==> src/hdl/bcw_regs.svh <==
// Constants for the external bus clock, wait stretch and pin control block
`ifndef BCW_REGS_SVH
`define BCW_REGS_SVH
`define BCW_OSC_PER_BUS 4
`define BCW_LOW_PHASE 2'h2
`define BCW_HIGH_PHASE 2'h2
`define BCW_STRETCH_CYCLES 3'h4
`define BCW_MODE_SINGLE 2'h0
`define BCW_MODE_EXPANDED 2'h1
`define BCW_MODE_BOOT 2'h2
`define BCW_MODE_TEST 2'h3
`define BCW_LIR_PULSE 2'h1
`endif

==> src/hdl/bcw_pkg.sv <==
// Types shared by the bus clock and pin control block
`default_nettype none
package bcw_pkg;
  typedef enum logic [1:0] {
    BCW_SINGLE,
    BCW_EXPANDED,
    BCW_BOOT,
    BCW_TEST
  } bcw_mode_e;
  typedef enum logic [1:0] {
    BCW_PH_LOW,
    BCW_PH_HIGH,
    BCW_PH_STRETCH
  } bcw_phase_e;
endpackage
`default_nettype wire

==> src/hdl/bcw_open_drain.sv <==
// Open-drain pin driver with a registered pull-low request
`default_nettype none
module bcw_open_drain (
  input wire logic ref_clk, // Clock
  input wire logic resetn, // Async reset, active low
  input wire logic clk_en, // Clock enable
  input wire logic pull_low, // Request to pull the pin low
  output logic pin_out, // Pin output value, always low
  output logic pin_oe // Pin driven while high
);
  typedef struct packed {
    logic oe;
  } bcw_od_s;
  bcw_od_s st_r;
  bcw_od_s st_nxt;
  always_comb begin
    st_nxt = st_r;
    st_nxt.oe = pull_low;
  end
  always_ff @(posedge ref_clk or negedge resetn) begin
    if (!resetn) begin
      st_r <= '0;
    end else if (clk_en) begin
      st_r <= st_nxt;
    end
  end
  assign pin_out = 1'b0;
  assign pin_oe = st_r.oe;
endmodule // bcw_open_drain

==> src/hdl/bcw_bus_pins.sv <==
// External bus clock generator with wait stretching and pin muxing
`include "bcw_regs.svh"
`default_nettype none
module bcw_bus_pins (
  input wire logic ref_clk, // Oscillator clock, four times bus rate
  input wire logic resetn, // Reset pin input, active low
  input wire logic clk_en, // Freezes all state while low
  input wire logic mode_select_first, // First mode pin level
  input wire logic mode_select_second, // Second mode pin level / standby supply
  input wire logic wait_in, // Stretch request from slow device
  input wire logic irq_n, // Maskable interrupt request, active low
  input wire logic nonmaskable_interrupt_input, // Second interrupt input, active low
  input wire logic clock_monitor_fail, // Clock monitor failure
  input wire logic watchdog_fail, // Watchdog failure
  input wire logic core_mask_i, // Interrupt mask bit from core
  input wire logic core_mask_x, // Second interrupt mask bit from core
  input wire logic instr_start, // Core starts an instruction
  input wire logic [15:0] core_addr, // Core address
  input wire logic [7:0] core_wdata, // Core write data
  input wire logic core_write, // Core cycle is a write
  input wire logic [7:0] port_b_gp, // General port B value
  input wire logic [7:0] port_f_gp, // General port F value
  input wire logic [7:0] port_c_gp_out, // General port C output
  input wire logic [7:0] port_c_gp_oe, // General port C enables
  input wire logic [7:0] port_c_in, // Port C pin levels
  output logic bus_clock, // Bus clock out
  output logic inverted_bus_strobe, // Inverted bus clock
  output logic buffered_oscillator_out, // Oscillator copy
  output logic reset_pin_out, // Reset pin drive value
  output logic reset_pin_oe, // Reset pin pulled low while high
  output logic marker_out, // First mode pin drive value
  output logic marker_oe, // First mode pin pulled low while high
  output bcw_pkg::bcw_mode_e op_mode, // Latched operating mode
  output logic standby_active, // Standby supply feeds RAM
  output logic irq_pending, // Maskable request to core
  output logic nmi_pending, // Second request to core, masked by core_mask_x
  output logic rd_wr_n, // Transfer direction, high for read
  output logic [7:0] port_b_out, // Port B pins
  output logic [7:0] port_f_out, // Port F pins
  output logic [7:0] port_c_out, // Port C output values
  output logic [7:0] port_c_oe, // Port C enables
  output logic [7:0] core_rdata, // Data captured from bus
  output logic bus_cycle_end // One-cycle pulse as bus clock falls
);
  import bcw_pkg::*;
  typedef struct packed {
    bcw_phase_e ph;
    logic [2:0] cnt;
    logic e;
    logic in_reset;
    bcw_mode_e mode;
    logic [1:0] irq_sync;
    logic [1:0] nmi_sync;
    logic [1:0] lir_cnt;
    logic rw;
    logic [15:0] addr;
    logic [7:0] wdata;
    logic [7:0] rdata;
    logic endp;
  } bcw_s;
  bcw_s st_r;
  bcw_s st_nxt;
  logic expanded;
  logic lir_pull;

  always_comb begin
    st_nxt = st_r;
    st_nxt.endp = 1'b0;
    st_nxt.in_reset = 1'b0;
    // Mode caught on first enabled edge after release
    // Muxes read the mode, so they stay general purpose until it is caught
    if (st_r.in_reset) begin
      st_nxt.mode = bcw_mode_e'({mode_select_second, mode_select_first});
    end
    // Two flops only; asynchronous inputs
    st_nxt.irq_sync = {st_r.irq_sync[0], ~irq_n};
    st_nxt.nmi_sync = {st_r.nmi_sync[0], ~nonmaskable_interrupt_input};
    unique case (st_r.ph)
      BCW_PH_LOW: begin
        if (st_r.cnt == 3'(`BCW_LOW_PHASE - 2'h1)) begin
          st_nxt.ph = BCW_PH_HIGH;
          st_nxt.cnt = '0;
          st_nxt.e = 1'b1;
        end else begin
          st_nxt.cnt = st_r.cnt + 3'h1;
        end
      end
      BCW_PH_HIGH: begin
        if (st_r.cnt == 3'(`BCW_HIGH_PHASE - 2'h1)) begin
          st_nxt.cnt = '0;
          st_nxt.ph = BCW_PH_LOW;
          st_nxt.e = 1'b0;
          st_nxt.endp = 1'b1;
          // Reads only; a write cycle leaves the last read byte standing
          if (st_r.rw) begin
            st_nxt.rdata = port_c_in; // Data sampled while bus clock high
          end
        end else begin
          st_nxt.cnt = st_r.cnt + 3'h1;
        end
        // Wait sampled at the first oscillator edge after the bus clock rises
        // Only the first high cycle looks at wait; a later request is missed
        if (st_r.cnt == 3'h0 && wait_in) begin
          st_nxt.ph = BCW_PH_STRETCH;
          st_nxt.cnt = 3'h1;
          st_nxt.e = 1'b1;
          st_nxt.endp = 1'b0;
        end
      end
      BCW_PH_STRETCH: begin
        // Total high time is two normal plus four stretch cycles
        if (st_r.cnt == 3'(`BCW_STRETCH_CYCLES)) begin
          st_nxt.ph = BCW_PH_HIGH;
          st_nxt.cnt = 3'(`BCW_HIGH_PHASE - 2'h1);
          st_nxt.e = 1'b1;
        end else begin
          st_nxt.cnt = st_r.cnt + 3'h1;
        end
      end
      default: begin
        st_nxt.ph = BCW_PH_LOW;
        st_nxt.cnt = '0;
      end
    endcase
    // New address and direction launched as the bus clock falls
    if (st_nxt.endp) begin
      st_nxt.addr = core_addr;
      st_nxt.wdata = core_wdata;
      st_nxt.rw = ~core_write;
    end
    // Marker pulse held for a fixed span
    // The pin register adds a cycle, so the pull follows the start by two edges
    if (instr_start) begin
      st_nxt.lir_cnt = `BCW_LIR_PULSE;
    end else if (st_r.lir_cnt != 2'h0) begin
      st_nxt.lir_cnt = st_r.lir_cnt - 2'h1;
    end
  end

  always_ff @(posedge ref_clk or negedge resetn) begin
    if (!resetn) begin
      st_r <= '0;
      st_r.in_reset <= 1'b1;
      st_r.rw <= 1'b1;
    end else if (clk_en) begin
      st_r <= st_nxt;
    end
  end

  assign expanded = (st_r.mode == BCW_EXPANDED) || (st_r.mode == BCW_TEST);
  assign lir_pull = !st_r.in_reset && st_r.lir_cnt != 2'h0;

  // A one-cycle failure flag still gives a whole cycle of pull on the pin
  bcw_open_drain u_reset_od (
    .ref_clk(ref_clk),
    .resetn(resetn),
    .clk_en(clk_en),
    .pull_low(clock_monitor_fail | watchdog_fail),
    .pin_out(reset_pin_out),
    .pin_oe(reset_pin_oe)
  );
  bcw_open_drain u_marker_od (
    .ref_clk(ref_clk),
    .resetn(resetn),
    .clk_en(clk_en),
    .pull_low(lir_pull),
    .pin_out(marker_out),
    .pin_oe(marker_oe)
  );

  assign bus_clock = st_r.e;
  assign inverted_bus_strobe = ~st_r.e;
  // Clock passes straight through; a flop here would halve its rate
  assign buffered_oscillator_out = ref_clk;
  assign op_mode = st_r.mode;
  // Level only; switching the RAM onto the standby supply happens outside
  assign standby_active = !st_r.in_reset && mode_select_second;
  // Mask applied after the synchroniser, so a mask change acts at once
  assign irq_pending = st_r.irq_sync[1] && !core_mask_i;
  assign nmi_pending = st_r.nmi_sync[1] && !core_mask_x;
  // Pin muxes; general port values pass through outside the bus modes
  always_comb begin
    port_f_out = port_f_gp;
    if (st_r.mode == BCW_EXPANDED) begin
      port_f_out = st_r.addr[7:0];
    end
    if (expanded) begin
      rd_wr_n = st_r.rw;
      port_b_out = st_r.addr[15:8];
      // Bus drives data only in the high phase of a write
      port_c_out = st_r.wdata;
      port_c_oe = {8{st_r.e && !st_r.rw}};
    end else begin
      rd_wr_n = 1'b1;
      port_b_out = port_b_gp;
      port_c_out = port_c_gp_out;
      port_c_oe = port_c_gp_oe;
    end
  end
  assign core_rdata = st_r.rdata;
  // Core may present its next request as soon as this pulse is seen
  assign bus_cycle_end = st_r.endp;
endmodule // bcw_bus_pins
`default_nettype wire

==> config.mk <==
export PLATFORM = sky130hd
export DESIGN_NAME = bcw_bus_pins
export DESIGN_NICKNAME = d
export VERILOG_FILES = /design/src/hdl/bcw_pkg.sv /design/src/hdl/bcw_open_drain.sv /design/src/hdl/bcw_bus_pins.sv
export VERILOG_INCLUDE_DIRS = /design/src /design/src/hdl
export SDC_FILE = /design/constraint.sdc
export NUM_CORES = 1
export LEC_CHECK = 0
export ABC_AREA = 1
export BUFFER_PORTS_ARGS = -buffer_cell sky130_fd_sc_hd__buf_2
export CAP_MARGIN = 20
export CORE_UTILIZATION = 47
export DETAILED_ROUTE_END_ITERATION = 8
export PLACE_DENSITY = 0.8
export SYNTH_ARGS = -nofsm -noshare
export SYNTH_HDL_FRONTEND = slang
export SYNTH_SLANG_ARGS = --single-unit
==> constraint.sdc <==
create_clock -name ref_clk -period 1.9 [get_ports ref_clk]
set_input_delay 0.19 -clock ref_clk [delete_from_list [all_inputs] [get_ports ref_clk]]
set_output_delay 0.19 -clock ref_clk [all_outputs]
set_load 0.02 [all_outputs]
; Word level (Yosys, flattened, before mapping)
; Index checks and enable logic that the tools add are counted.
[op_classes]
muxes = 21
div_mod_pow = 0
n_mul = 0
n_bitwise = 5
n_addsub = 2
shift = 0
n_reduce_logical = 22
order_cmp = 0
eq_ne = 9
[ops]
columns = op, n
row1 = 8-bit two-way mux, 4
row2 = 5-bit case mux with 3 select lines, 1
row3 = 2-bit two-way mux, 5
row4 = 4-bit AND reduction, 2
row5 = 1-bit two-way mux, 7
row6 = 1-bit logical AND, 6
row7 = 3-bit two-way mux, 2
row8 = 6-bit two-way mux, 1
row9 = 2-bit AND reduction, 3
row10 = 5-bit AND reduction, 1
row11 = "2-bit by 1-bit equality test with 1-bit output, second input constant", 2
row12 = "2-bit equality test, second input constant", 2
row13 = 1-bit zero test, 4
row14 = "2-bit != test, second input constant", 2
row15 = 1-bit NOT, 4
row16 = 2-bit nonzero test, 2
row17 = "3-bit by 1-bit adder with 3-bit output, second input constant", 1
row18 = "3-bit by 1-bit equality test with 1-bit output, second input constant", 1
row19 = "3-bit equality test, second input constant", 1
row20 = 3-bit zero test, 1
row21 = "3-bit != test, second input constant", 1
row22 = 1-bit case mux with 3 select lines, 1
row23 = 3-bit nonzero test, 1
row24 = 2-bit zero test, 1
row25 = 3 further kinds, 3
[word_totals]
regBits = 51
out_inout_bits = 54
mem_bits_rw = 0
latch_bits = 0
in_bits = 78
memories = 0
rom_bits = 0
word_cells = 74

; Logic depth before layout (Yosys ltp)
[logic_depth]
word_depth = 5
depth_mapped = 8
mapped_depth_nobuf = 8

; Cells and area by module
; A second synthesis with hierarchy kept.
[hier_totals]
cells_unflattened = 314
hier_area_um2 = 2926.6
[modules_own_cells]
columns = mod, cells_per_inst, n_inst, seq_area_each_um2, area_each_um2
row1 = bcw_bus_pins, 300, 1, 1228.7, 2824.0
row2 = bcw_open_drain, 7, 2, 25.0, 51.3

==> impl_results.rst <==
.. list-table::
   :header-rows: 1

   * - Metric
     - Value
   * - Status
     - completed
   * - Warnings, synthesis
     - 0
   * - Maximum number of pins on one net before global-route repair
     - 28
   * - Setup slack of the most critical reg-to-reg path
     - 250 ps
   * - Congestion Overflow GR
     - 0
   * - Peak ir drop on the vdd network
     - 0.585 mV
   * - Startpoint of the most critical register-to-register path
     - st_r[45]
   * - Number of buffer cells added on primary ports
     - 129
   * - Stages on the worst setup path
     - 4
   * - Latest clock arrival within the worst-skew pair
     - 410 ps
   * - Detailed router's first-iteration violation count
     - 75
   * - Largest fanout of any net on the critical path
     - 8
   * - Synthesized flop and latch total
     - 51
   * - Shortest clock period the worst path allows after layout
     - 1740 ps
   * - Final-report hold violation count
     - 0
   * - Synthesized area
     - 0.00292 mm^2
   * - Ratio of final minimum period to clock period
     - 91.7%
   * - Synthesis-to-finish area growth
     - 28.8%
   * - Final setup violation count
     - 0
   * - HPWL after DPL
     - 4660 um
   * - Die X
     - 80.8 um
   * - Maximum achievable frequency
     - 0.574 GHz
   * - Antenna violations before repair
     - 0
   * - Avg Cell Area, Syn
     - 9.41 um^2
   * - Cell chain of the critical path
     - inv_1 -> nand3_1 -> o21ai_0 -> buf_2
   * - CP Class
     - flop to primary output
   * - Critical Path Sink Type
     - primary output
   * - Worst hold-check path type
     - primary input to flop
   * - Net count of the finished layout
     - 522
   * - Sw Pwr
     - 0.00192 W
   * - Detailed-routing iteration count for the pre-antenna-repair pass
     - 4
   * - Wire length of the first global-routing pass
     - 9410 um
   * - Proportion of layout cells with a drive suffix above 1
     - 55.3%
   * - Post-synth EDFFs
     - 0
   * - Number of primary I/O pins
     - 132
   * - Switch share
     - 40.9%
   * - TritonCTS clock tree
     - done
   * - Highest cell delay on the worst timing path
     - 590 ps
   * - Dominant register cell in the synthesized netlist
     - sky130_fd_sc_hd__dfrtp_1
   * - CP startpoint
     - st_r[33]
   * - Total core area
     - 0.00596 mm^2
   * - Most common library cell in the layout ignoring fill and taps
     - sky130_fd_sc_hd__buf_2
   * - Routability cong.
     - 0.898
   * - Path depth of the worst reg2reg path
     - 8
   * - Die Y
     - 80.8 um
   * - Antenna viol nets, final
     - 0
   * - Startpoint class of the critical path
     - flop
   * - Worst Clk Skew
     - 7.90 ps
   * - Mapped Cells
     - 310
   * - Worst EP arrival
     - 1550 ps
   * - Average wire length per cell after detail routing
     - 11.6 um
   * - Number of global-route vias before repair
     - 2156
   * - Total track usage
     - 19.0%
   * - Max-Cap Viols
     - 0
   * - Logic gate share of total power
     - 43.6%
   * - # diodes
     - 0
   * - Ys async rst share
     - 100%
   * - Number of core rows
     - 28
   * - Capture point of the worst reg-to-reg path
     - st_r[10]
   * - Total number of vias
     - 2362
   * - Sequential cell area fraction in the yosys report
     - 43.8%
   * - Leakage power
     - 2.09 nW
   * - Area of the die
     - 0.00652 mm^2
   * - DR DRC count
     - 0
   * - Starting utilization of the core area
     - 49.0%
   * - Slew at the pin closest to its max-slew limit
     - 576 ps
   * - Layout filler cell count
     - 499
   * - Count of different cell masters after synthesis
     - 26
   * - Total count of max-transition violations in the final report
     - 0
   * - Layout Utilization
     - 63.1%
   * - Via-per-instance ratio
     - 4.58
   * - Total Neg Setup Slack
     - 0 ps
   * - Pwr dens
     - 1250 mW/mm^2
   * - Slowest-stage cell, CP
     - sky130_fd_sc_hd__dfstp_2
   * - RSZ-0062 raised after global routing
     - no
   * - End point of the critical path
     - port_c_oe[5]
   * - Cell family contributing the most delay on the critical path
     - flip-flops
   * - Part of the total power dissipated in sequential elements
     - 39.2%
   * - Commonest cells after routing, fill and taps aside
     - 129 x sky130_fd_sc_hd__buf_2, 53 x sky130_fd_sc_hd__inv_1, 48 x sky130_fd_sc_hd__dfrtp_1, 41 x sky130_fd_sc_hd__nand2_1, 33 x sky130_fd_sc_hd__o21ai_2
   * - Count of buffering cells on the critical path with inverters included
     - 2
   * - Worst-case headroom to the max-slew limit
     - 61.6%
   * - Clock network fraction of total power
     - 17.2%
   * - Total length of routed wires
     - 6000 um
   * - Clk pin slew, worst setup/hold paths
     - 90 ps
   * - P_int
     - 0.00277 W
   * - Endpoint required time on the critical path
     - 1710 ps
==> worst min-delay path: cells and delay by family <==
kind,cells,cell delay [ps]
compound gates,1,50
buf+inv,2,140
==> cells in the mapped netlist, types with 3 or more instances <==
master	number	area share, %
sky130_fd_sc_hd__o21ai_2	33	9.9
sky130_fd_sc_hd__buf_4	14	3.6
sky130_fd_sc_hd__a21oi_1	3	0.51
sky130_fd_sc_hd__ha_1	4	1.7
sky130_fd_sc_hd__nand4_1	4	0.86
sky130_fd_sc_hd__nand3_1	7	1.2
sky130_fd_sc_hd__dfrtp_1	49	42
sky130_fd_sc_hd__nand2_1	41	5.3
sky130_fd_sc_hd__inv_1	53	6.8
sky130_fd_sc_hd__nor2_1	8	1.0
sky130_fd_sc_hd__buf_6	6	2.3
sky130_fd_sc_hd__nand2_2	27	5.8
sky130_fd_sc_hd__o21ai_0	18	3.1
sky130_fd_sc_hd__mux2_2	25	9.7
sky130_fd_sc_hd__inv_2	4	0.51
==> timing repair <==
item	CTS	global route
endpoints found under the setup margin	13	4
setup buffers	0	1
hold buffers	6	0
gates resized for setup	1	0
hold endpoints to repair	27	0
==> cell families after synthesis <==
| family | after synthesis | synth area share (%) |
|---|---|---|
| AOI/OAI and AO/OA | 55 | 13.8 |
| xor gates and xnor gates | 1 | 0.300 |
| adders and majority gates | 4 | 1.72 |
| buffers and inverters | 81 | 13.8 |
| DFF | 51 | 43.8 |
| muxes | 25 | 9.65 |
| other | 1 | 0.129 |
| and+or+nand+nor | 92 | 16.8 |
==> layer usage <==
metal | wire (um) | vias to the layer above | global-route usage [%]
met5 | 0 | - | 0
met4 | 38 | 0 | 5.71
met3 | 317 | 5 | 4.27
met2 | 3020 | 84 | 33.2
met1 | 2620 | 1056 | 23.2
li1 | - | 1217 | -
==> power by group through the flow <==
stage | Clock [W] | Sequential, W | Combinational [W]
finish | 0.000809 | 0.00184 | 0.00204
CTS | 0.000848 | 0.00185 | 0.00207
detailed placement | 0.0000492 | 0.00186 | 0.00205
floorplan | 0.0000615 | 0.00180 | 0.00164
global route | 0.000892 | 0.00189 | 0.00226
global placement | 0.0000492 | 0.00185 | 0.00196
==> stage by stage <==
| stage | worst slack, ps | area, um^2 | instances | total power [W] | hold slack (ps) |
|---|---|---|---|---|---|
| floorplan | 499 | 2920 | 311 | 0.00350 | -106 |
| global placement | 347 | 3560 | 498 | 0.00386 | 230 |
| detailed placement | 260 | 3560 | 498 | 0.00396 | 229 |
| CTS | 64.9 | 3750 | 515 | 0.00476 | 4.01 |
| global route | 56.6 | 3760 | 516 | 0.00505 | 4.55 |
| finish | 159 | 3760 | 516 | 0.00469 | 17.8 |
==> worst min-delay path by stage <==
stage,from,end,cells after the start,slack (ps)
floorplan,resetn,bus_clock,0,-110
global placement,resetn,st_r[10],1,230
detailed placement,resetn,st_r[12],1,230
CTS,port_c_in[6],core_rdata[6],3,4
global route,core_addr[13],st_r[30],3,5
finish,core_addr[13],st_r[30],3,20
==> flip-flops by register name (all words and copies together) (netlist names) <==
name	cells
bus_clock	1
bus_cycle_end	1
core_rdata	8
op_mode	2
st_nxt	2
st_r	35
u_marker_od.pin_oe	1
u_reset_od.pin_oe	1
==> cell type report <==
class                   instances  area, um^2  share of cell area (%)
flip-flops and latches         51        1280                    34.1
well taps                      75        93.8                    2.50
repair buffers                142         798                    21.3
clock inverters                 2        12.5                   0.333
multi-input cells             179        1240                    33.0
clock buffers                  10         119                    3.16
inverters                      57         214                    5.70
Note: power is estimated with default switching activity, not from simulation.
